===== src/copper_irq_pkg.sv =====
// Constants for the copper event enable/status register block
// Assumes an AXI4-Lite master with 32-bit data
`default_nettype none
package copper_irq_pkg;
  // Register indices (printed offsets are not multiples of four)
  localparam logic [7:0] ENABLE_IDX = 8'h12;
  localparam logic [7:0] STATUS_IDX = 8'h13;
  // Own register index for soft reset and global indication
  localparam logic [7:0] CONTROL_IDX = 8'h17;
  localparam int ADDR_W = 8;
  localparam logic [ADDR_W-1:0] ENABLE_ADDR = ADDR_W'(ENABLE_IDX * 4);
  localparam logic [ADDR_W-1:0] STATUS_ADDR = ADDR_W'(STATUS_IDX * 4);
  localparam logic [ADDR_W-1:0] CONTROL_ADDR = ADDR_W'(CONTROL_IDX * 4);
  // Field positions
  localparam int BIT_ANEG_ERR = 15;
  localparam int BIT_SPEED = 14;
  localparam int BIT_DUPLEX = 13;
  localparam int BIT_PAGE = 12;
  localparam int BIT_ANEG_DONE = 11;
  localparam int BIT_LINK = 10;
  localparam int BIT_SYMBOL = 9;
  localparam int BIT_FALSE_CARRIER = 8;
  localparam int BIT_CROSSOVER = 6;
  localparam int BIT_ENERGY = 4;
  localparam int BIT_NO_LINK = 3;
  localparam int BIT_POLARITY = 1;
  localparam int BIT_JABBER = 0;
  localparam int BIT_SOFT_RESET = 0;
  // Implemented event bits; 7, 5 and 2 are reserved
  localparam logic [15:0] EVENT_MASK = 16'hFF5B;
  localparam logic [15:0] ENABLE_RESET = 16'h0000;
  localparam logic [15:0] STATUS_RESET = 16'h0000;
  localparam logic [1:0] RESP_OKAY = 2'h0;
  localparam logic [1:0] RESP_SLVERR = 2'h2;
endpackage
`default_nettype wire


===== src/copper_phy_interrupt_regs.sv =====
// Copper event enable and latched status registers on AXI4-Lite
// Assumes event inputs are on clk; real-time levels come from pins
`timescale 1ns/10ps
`default_nettype none

// Functional notes
// - Enable bit 1 passes its event to the interrupt request; 0 blocks it.
// - Enables clear on hardware reset, survive soft reset.
// - Bit 15 latches any auto-negotiation error condition.
// - Bit 14 latches on resolved speed change.
// - Bit 13 latches on resolved duplex change.
// - Bit 12 latches on page received.
// - Bit 11 latches on auto-negotiation completion.
// - Bit 10 latches on link status change either way.
// - Bits 9, 8, 0 latch symbol error, false carrier, jabber.
// - Bit 6 latches on crossover state change.
// - Bit 4 latches on energy-detect state change.
// - Bit 3 latches when page exchange ends without link.
// - Bit 1 latches on receive polarity change.
// - Status bits clear on hardware and soft reset.
// - Global interrupt output while any enabled status bit is pending.
module copper_phy_interrupt_regs (
  input wire logic clk,
  input wire logic rst,
  input wire logic [copper_irq_pkg::ADDR_W-1:0] s_axi_awaddr,
  input wire logic s_axi_awvalid,
  output logic s_axi_awready,
  input wire logic [31:0] s_axi_wdata,
  input wire logic [3:0] s_axi_wstrb,
  input wire logic s_axi_wvalid,
  output logic s_axi_wready,
  output logic [1:0] s_axi_bresp,
  output logic s_axi_bvalid,
  input wire logic s_axi_bready,
  input wire logic [copper_irq_pkg::ADDR_W-1:0] s_axi_araddr,
  input wire logic s_axi_arvalid,
  output logic s_axi_arready,
  output logic [31:0] s_axi_rdata,
  output logic [1:0] s_axi_rresp,
  output logic s_axi_rvalid,
  input wire logic s_axi_rready,
  input wire logic anegErrorEvt,
  input wire logic [1:0] speedLevel,
  input wire logic duplexLevel,
  input wire logic pageReceivedEvt,
  input wire logic anegCompleteEvt,
  input wire logic linkLevel,
  input wire logic symbolErrorEvt,
  input wire logic falseCarrierEvt,
  input wire logic crossoverLevel,
  input wire logic energySleepLevel,
  input wire logic flpNoLinkEvt,
  input wire logic polarityLevel,
  input wire logic jabberEvt,
  output logic irqActive
);
  import copper_irq_pkg::*;

  // ----------------------------------------
  // Level synchronisers and change detect
  // ----------------------------------------
  localparam int LVL_W = 7;
  logic [LVL_W-1:0] lvlMeta_ff, lvlSync_ff, lvlLast_ff;
  logic [LVL_W-1:0] nxt_lvlMeta, nxt_lvlSync, nxt_lvlLast;
  logic [2:0] lvlValid_ff, nxt_lvlValid;
  logic [LVL_W-1:0] lvlChange;

  always_comb begin
    nxt_lvlMeta = {speedLevel, duplexLevel, linkLevel, crossoverLevel, energySleepLevel, polarityLevel};
    nxt_lvlSync = lvlMeta_ff;
    nxt_lvlLast = lvlSync_ff;
    nxt_lvlValid = {lvlValid_ff[1:0], 1'b1};
  end

  always_ff @(posedge clk) begin
    if (rst) begin
      lvlMeta_ff <= '0;
      lvlSync_ff <= '0;
      lvlLast_ff <= '0;
      lvlValid_ff <= 3'h0;
    end else begin
      lvlMeta_ff <= nxt_lvlMeta;
      lvlSync_ff <= nxt_lvlSync;
      lvlLast_ff <= nxt_lvlLast;
      lvlValid_ff <= nxt_lvlValid;
    end
  end

  // No change reported until the history register holds a real sample
  assign lvlChange = lvlValid_ff[2] ? (lvlSync_ff ^ lvlLast_ff) : '0;

  // ----------------------------------------
  // Event vector
  // ----------------------------------------
  logic [15:0] events;
  always_comb begin
    events = 16'h0000;
    events[BIT_ANEG_ERR] = anegErrorEvt;
    events[BIT_SPEED] = |lvlChange[6:5];
    events[BIT_DUPLEX] = lvlChange[4];
    events[BIT_PAGE] = pageReceivedEvt;
    events[BIT_ANEG_DONE] = anegCompleteEvt;
    events[BIT_LINK] = lvlChange[3];
    events[BIT_SYMBOL] = symbolErrorEvt;
    events[BIT_FALSE_CARRIER] = falseCarrierEvt;
    events[BIT_CROSSOVER] = lvlChange[2];
    events[BIT_ENERGY] = lvlChange[1];
    events[BIT_NO_LINK] = flpNoLinkEvt;
    events[BIT_POLARITY] = lvlChange[0];
    events[BIT_JABBER] = jabberEvt;
  end

  // ----------------------------------------
  // AXI4-Lite slave and registers
  // ----------------------------------------
  logic [15:0] enable_ff, nxt_enable;
  logic [15:0] status_ff, nxt_status;
  logic softReset_ff, nxt_softReset;
  logic awHeld_ff, nxt_awHeld;
  logic [ADDR_W-1:0] awAddr_ff, nxt_awAddr;
  logic wHeld_ff, nxt_wHeld;
  logic [31:0] wData_ff, nxt_wData;
  logic [3:0] wStrb_ff, nxt_wStrb;
  logic bValid_ff, nxt_bValid;
  logic [1:0] bResp_ff, nxt_bResp;
  logic rValid_ff, nxt_rValid;
  logic [31:0] rData_ff, nxt_rData;
  logic [1:0] rResp_ff, nxt_rResp;
  logic irq_ff, nxt_irq;
  logic awReady_ff, wReady_ff, arReady_ff;
  logic nxt_awReady, nxt_wReady, nxt_arReady;
  logic doWrite, doRead, statusRead;

  assign doWrite = awHeld_ff && wHeld_ff && !bValid_ff;
  assign doRead = s_axi_arvalid && arReady_ff;
  assign statusRead = doRead && (s_axi_araddr == STATUS_ADDR);

  always_comb begin
    nxt_awHeld = awHeld_ff;
    nxt_awAddr = awAddr_ff;
    nxt_wHeld = wHeld_ff;
    nxt_wData = wData_ff;
    nxt_wStrb = wStrb_ff;
    nxt_bValid = bValid_ff;
    nxt_bResp = bResp_ff;
    nxt_rValid = rValid_ff;
    nxt_rData = rData_ff;
    nxt_rResp = rResp_ff;
    nxt_enable = enable_ff;
    nxt_softReset = 1'b0;
    nxt_status = status_ff;
    if (s_axi_awvalid && awReady_ff) begin
      nxt_awHeld = 1'b1;
      nxt_awAddr = s_axi_awaddr;
    end
    if (s_axi_wvalid && wReady_ff) begin
      nxt_wHeld = 1'b1;
      nxt_wData = s_axi_wdata;
      nxt_wStrb = s_axi_wstrb;
    end
    if (doWrite) begin
      nxt_awHeld = 1'b0;
      nxt_wHeld = 1'b0;
      nxt_bValid = 1'b1;
      nxt_bResp = RESP_OKAY;
      if (awAddr_ff == ENABLE_ADDR) begin
        // Reserved bits are software's to keep at zero
        if (wStrb_ff[0]) nxt_enable[7:0] = wData_ff[7:0];
        if (wStrb_ff[1]) nxt_enable[15:8] = wData_ff[15:8];
      end else if (awAddr_ff == CONTROL_ADDR) begin
        nxt_softReset = wStrb_ff[0] && wData_ff[BIT_SOFT_RESET];
      end else if (awAddr_ff == STATUS_ADDR) begin
        nxt_bResp = RESP_OKAY;
      end else begin
        nxt_bResp = RESP_SLVERR;
      end
    end else if (bValid_ff && s_axi_bready) begin
      nxt_bValid = 1'b0;
    end
    if (doRead) begin
      nxt_rValid = 1'b1;
      nxt_rResp = RESP_OKAY;
      if (s_axi_araddr == ENABLE_ADDR) begin
        nxt_rData = {16'h0000, enable_ff};
      end else if (s_axi_araddr == STATUS_ADDR) begin
        nxt_rData = {16'h0000, status_ff};
      end else if (s_axi_araddr == CONTROL_ADDR) begin
        nxt_rData = {30'h0000000, irq_ff, 1'b0};
      end else begin
        nxt_rData = 32'h00000000;
        nxt_rResp = RESP_SLVERR;
      end
    end else if (rValid_ff && s_axi_rready) begin
      nxt_rValid = 1'b0;
    end
    // Read clears, but an event in the same cycle sets again
    if (statusRead) nxt_status = 16'h0000;
    nxt_status = (nxt_status | events) & EVENT_MASK;
    // Soft reset clears status, keeps enables
    if (softReset_ff) nxt_status = STATUS_RESET;
    // Enabled pending events drive the request
    nxt_irq = |(status_ff & enable_ff);
    // Ready is registered: high while the slot is free
    nxt_awReady = !nxt_awHeld && !(s_axi_awvalid && awReady_ff);
    nxt_wReady = !nxt_wHeld && !(s_axi_wvalid && wReady_ff);
    nxt_arReady = !nxt_rValid && !(s_axi_arvalid && arReady_ff);
  end

  always_ff @(posedge clk) begin
    if (rst) begin
      enable_ff <= ENABLE_RESET;
      status_ff <= STATUS_RESET;
      softReset_ff <= 1'b0;
      awHeld_ff <= 1'b0;
      awAddr_ff <= '0;
      wHeld_ff <= 1'b0;
      wData_ff <= 32'h00000000;
      wStrb_ff <= 4'h0;
      bValid_ff <= 1'b0;
      bResp_ff <= RESP_OKAY;
      rValid_ff <= 1'b0;
      rData_ff <= 32'h00000000;
      rResp_ff <= RESP_OKAY;
      irq_ff <= 1'b0;
      awReady_ff <= 1'b0;
      wReady_ff <= 1'b0;
      arReady_ff <= 1'b0;
    end else begin
      enable_ff <= nxt_enable;
      status_ff <= nxt_status;
      softReset_ff <= nxt_softReset;
      awHeld_ff <= nxt_awHeld;
      awAddr_ff <= nxt_awAddr;
      wHeld_ff <= nxt_wHeld;
      wData_ff <= nxt_wData;
      wStrb_ff <= nxt_wStrb;
      bValid_ff <= nxt_bValid;
      bResp_ff <= nxt_bResp;
      rValid_ff <= nxt_rValid;
      rData_ff <= nxt_rData;
      rResp_ff <= nxt_rResp;
      irq_ff <= nxt_irq;
      awReady_ff <= nxt_awReady;
      wReady_ff <= nxt_wReady;
      arReady_ff <= nxt_arReady;
    end
  end

  assign s_axi_awready = awReady_ff;
  assign s_axi_wready = wReady_ff;
  assign s_axi_arready = arReady_ff;
  assign s_axi_bvalid = bValid_ff;
  assign s_axi_bresp = bResp_ff;
  assign s_axi_rvalid = rValid_ff;
  assign s_axi_rdata = rData_ff;
  assign s_axi_rresp = rResp_ff;
  assign irqActive = irq_ff;

  // ----------------------------------------
  // Assertions
  // ----------------------------------------
  property p_irqFollows;
    @(posedge clk) disable iff (rst) |(status_ff & enable_ff) |=> irqActive;
  endproperty
  a_irqFollows: assert property (p_irqFollows) else $error("irq not raised for enabled event");
  property p_irqMasked;
    @(posedge clk) disable iff (rst) (enable_ff == 16'h0000) ##1 (enable_ff == 16'h0000) |-> !irqActive;
  endproperty
  a_irqMasked: assert property (p_irqMasked) else $error("irq with all enables off");
  property p_softKeepsEnable;
    @(posedge clk) disable iff (rst) softReset_ff |=> (enable_ff == $past(enable_ff));
  endproperty
  a_softKeepsEnable: assert property (p_softKeepsEnable) else $error("soft reset changed enables");
  property p_softClears;
    @(posedge clk) disable iff (rst) softReset_ff |=> (status_ff == 16'h0000);
  endproperty
  a_softClears: assert property (p_softClears) else $error("soft reset left status");
  property p_latchAneg;
    @(posedge clk) disable iff (rst) anegErrorEvt && !softReset_ff |=> status_ff[BIT_ANEG_ERR];
  endproperty
  a_latchAneg: assert property (p_latchAneg) else $error("aneg error not latched");
  property p_latchLink;
    @(posedge clk) disable iff (rst) lvlChange[3] && !softReset_ff |=> status_ff[BIT_LINK];
  endproperty
  a_latchLink: assert property (p_latchLink) else $error("link change not latched");
  property p_latchSpeed;
    @(posedge clk) disable iff (rst) (|lvlChange[6:5]) && !softReset_ff |=> status_ff[BIT_SPEED];
  endproperty
  a_latchSpeed: assert property (p_latchSpeed) else $error("speed change not latched");
  property p_hold;
    @(posedge clk) disable iff (rst) status_ff[BIT_JABBER] && !statusRead && !softReset_ff |=> status_ff[BIT_JABBER];
  endproperty
  a_hold: assert property (p_hold) else $error("status lost without read");
  property p_readClear;
    @(posedge clk) disable iff (rst) statusRead && !jabberEvt |=> !status_ff[BIT_JABBER];
  endproperty
  a_readClear: assert property (p_readClear) else $error("read did not clear");
  property p_reserved;
    @(posedge clk) disable iff (rst) (status_ff & ~EVENT_MASK) == 16'h0000;
  endproperty
  a_reserved: assert property (p_reserved) else $error("reserved status bit set");
  c_write: cover property (@(posedge clk) disable iff (rst) doWrite && awAddr_ff == ENABLE_ADDR);
  c_readStatus: cover property (@(posedge clk) disable iff (rst) statusRead && status_ff != 16'h0000);
  c_irq: cover property (@(posedge clk) disable iff (rst) $rose(irqActive));
endmodule

`default_nettype wire


===== config.mk =====
export PLATFORM = sky130hd
export DESIGN_NAME = copper_phy_interrupt_regs
export DESIGN_NICKNAME = d
export VERILOG_FILES = /design/src/copper_irq_pkg.sv /design/src/copper_phy_interrupt_regs.sv
export SDC_FILE = /design/constraint.sdc
export NUM_CORES = 1
export LEC_CHECK = 0
export ABC_AREA = 0
export BUFFER_PORTS_ARGS = -buffer_cell sky130_fd_sc_hd__buf_2
export CORE_MARGIN = 5
export CORE_UTILIZATION = 45
export DETAILED_ROUTE_END_ITERATION = 12
export PLACE_DENSITY = 0.71
export SLEW_MARGIN = 20
export SYNTH_ARGS = -nofsm -noshare
export SYNTH_HDL_FRONTEND = slang
export SYNTH_SLANG_ARGS = --single-unit

===== constraint.sdc =====
create_clock -name clk -period 2.53 [get_ports clk]
set_input_delay 0 -clock clk [delete_from_list [all_inputs] [get_ports clk]]
set_output_delay 0 -clock clk [all_outputs]
set_load 0.02 [all_outputs]

==> metrics.txt <==
Worst setup EP type flip-flop; 1st-iter DRT viols 159; fin crit share 0.7485; Synth Register Bits between 100 and 150; Final ANT Viol Nets 0; Max-slew headroom 0.5423; GR Overflow Total 0; Final Cell Area ~5000 sq um; leakage 2.022 nW; RSZ-0062 raised after global routing no; DP HPWL 6.096 mm; placed cell count 598; status finished clean; PD cells ~630 nW/um^2; Hold Crit Class in2reg; Worst setup SP type flip-flop; core area 8763 sq um; first-pass GRT wire length 14.75 mm; CTS tree built; largest net degree at the start of global routing 42; antenna violations before repair 0; DRC 0; maximum fanout along the worst path 8; most frequent cell after synthesis dfxtp_1; post-synth top area cell dfxtp_1; Critical Path AT 2180 ps; Req. time, crit path 2820 ps; register area share after synthesis 0.5220; cts repair resizes 0; drt first pass iters 6; Slowest cell on crit path nor4_4; Via density 4.833; ANT cells 0; top post-synthesis cells by count 106 x dfxtp_1, 102 x nand2_1, 43 x a21oi_1; Synth Instances 432; vias in the first global route about 3100; ys async rst share 0; Final Slew Violations 0; Initial Utilization 0.4639; Synth Flop Type dfxtp_1; final hold violation count 0; power consumption 0.003204 W; Final Critical Period 1894 ps; Worst Skew about 12 ps; CP peak stage delay 650 ps; Die Wd 105.0 um; Netlist cell types 42; clock root cell clkbuf_8; layout cells sized above 1 0.1894; Slew @ Worst Pin 681.5 ps; Total Routing Usage GR 0.1611; Sink Count around 110; Mean Syn Cell Area between 9 and 10 sq um; Post-Syn Area 4065 sq um; setup TNS 0 ps; fillers 763; Clock Tree Buf Depth 2; DP Area approximately 4400 sq um; final setup vio count 0; Max Cap Violations 0; post-synth top area share 0.5220; GP Congestion 0.8310; number of enable flip-flop cells after synthesis 0; Max Fclk between 500 and 600 MHz; Yosys Warn Count 0; WL per Instance 13.21 um; detailed-route via count 3175; Worst-path clk slew 110 ps; crit-path cells or4b_4 -> nor4_4 -> mux2i_1; Die Footprint 11030 sq um; Clk Latency, worst-skew pair 370 ps; Post-Layout Cell Count 657; fin nets 617; I/O pin cnt ~120; WL final between 8 and 9 mm; Cell Rows 34; Area contributors post-synth dfxtp_1 52%, nand2_1 9.4%, mux2i_1 7.1%, a21oi_1 5.3%, nor2b_1 3.5%; Max VDD drop 0.3272 mV; H-tree depth 3; Chip Height 105.0 um; crit path kind reg2reg; IO Port Bufs 78; TritonCTS Buffers 9; Area Growth Syn to Fin 25.45%
-- final timing paths --
check             slack (ps)                      start                          to  cells after the start
setup / recovery         640  awAddr_ff[7]$_SDFFE_PP0P_  enable_ff[10]$_SDFFE_PP0P_                      3
hold / removal            90              s_axi_awvalid   awAddr_ff[6]$_SDFFE_PP0P_                      4
setup reg to reg         640  awAddr_ff[7]$_SDFFE_PP0P_  enable_ff[10]$_SDFFE_PP0P_                      3
hold reg to reg          440   lvlMeta_ff[3]$_SDFF_PP0_    lvlSync_ff[3]$_SDFF_PP0_                      1
-- cells by family (layout without fill, tap and decap cells) --
group,after synthesis,count (layout),share of synthesized area
other,1,18,0.0009225
buffers and inverters,44,144,0.06186
and+or+nand+nor,174,174,0.2179
xor gates and xnor gates,7,7,0.01508
DFF,106,106,0.5220
muxes,29,29,0.07141
AOI/OAI and AO/OA,71,71,0.1108
-- layout by cell type (no fill, tap or decap), drive strengths merged, types with 2 or more instances in the layout --
cell,netlist,routed
clkbuf,12,9
or3b,2,2
and3,2,2
nor2,6,6
nor4,3,3
a211oi,3,3
nand2b,6,6
a22o,8,8
nand2,102,102
nor2b,23,23
dlygate4sd3,0,43
xnor2,5,5
buf,29,82
a21oi,43,43
and2,3,3
inv,2,4
or4,15,15
clkinv,1,3
xor2,2,2
nor3,5,5
or4b,2,2
mux2i,29,29
a22oi,3,3
o2bb2ai,6,6
conb,1,18
bufinv,0,2
dfxtp,106,106
-- area by class of cell --
cell class	count	area, sq um	area share
Clock inverter	7	101.3	0.01987
Clock buffer	9	123.9	0.02429
Inverter	3	11.26	0.002208
Tap cell	108	135.1	0.02650
Sequential cell	106	2122	0.4161
Multi-Input combinational cell	299	1755	0.3442
Timing Repair Buffer	125	850.8	0.1668
-- state kept, by name, indices dropped and copies added (netlist names), 7 cells and up --
signal	count
lvlSync_ff	7
lvlMeta_ff	7
status_ff	13
enable_ff	16
s_axi_rdata	16
awAddr_ff	8
wData_ff	16
lvlLast_ff	7
-- stage by stage --
| stage | worst slack, ps | hold WS (ps) | utilization |
|---|---|---|---|
| 6_report | 636.3 | 89.62 | 0.5820 |
| 5_1_grt | 527.9 | 78.65 | 0.5820 |
| 4_1_cts | 603.8 | 59.96 | 0.5820 |
| 3_5_place_dp | 632.2 | 216.4 | 0.5071 |
| 3_3_place_gp | 703.7 | 210.3 | 0.5071 |
| 2_1_floorplan | 801.4 | 128.2 | - |
-- routing by layer --
layer | global-route usage | part of all wire
met5 | 0 | 0
met1 | 0.2152 | 0.47
met2 | 0.2496 | 0.44
met4 | 0.06210 | 0.020
met3 | 0.04192 | 0.064
-- critical path: cells and delay by family, from the launching register on --
kind	cells	cell delay [ps]
flip-flops	1	320
multiplexers	1	260
AND/OR/NAND/NOR	2	1240
-- report_power, final --
part | switching (W) | internal (W) | total [W]
logic | 0.000158 | 0.000136 | 0.000294
clock network | 0.000583 | 0.000568 | 0.00115
registers | 0.0000340 | 0.00173 | 0.00176
-- repair_timing --
action,4_1_cts,5_1_grt
hold buffers,43,0
setup buffers,0,0
hold endpoints to repair,44,0
No activity file was read; power rests on OpenSTA's default activity.
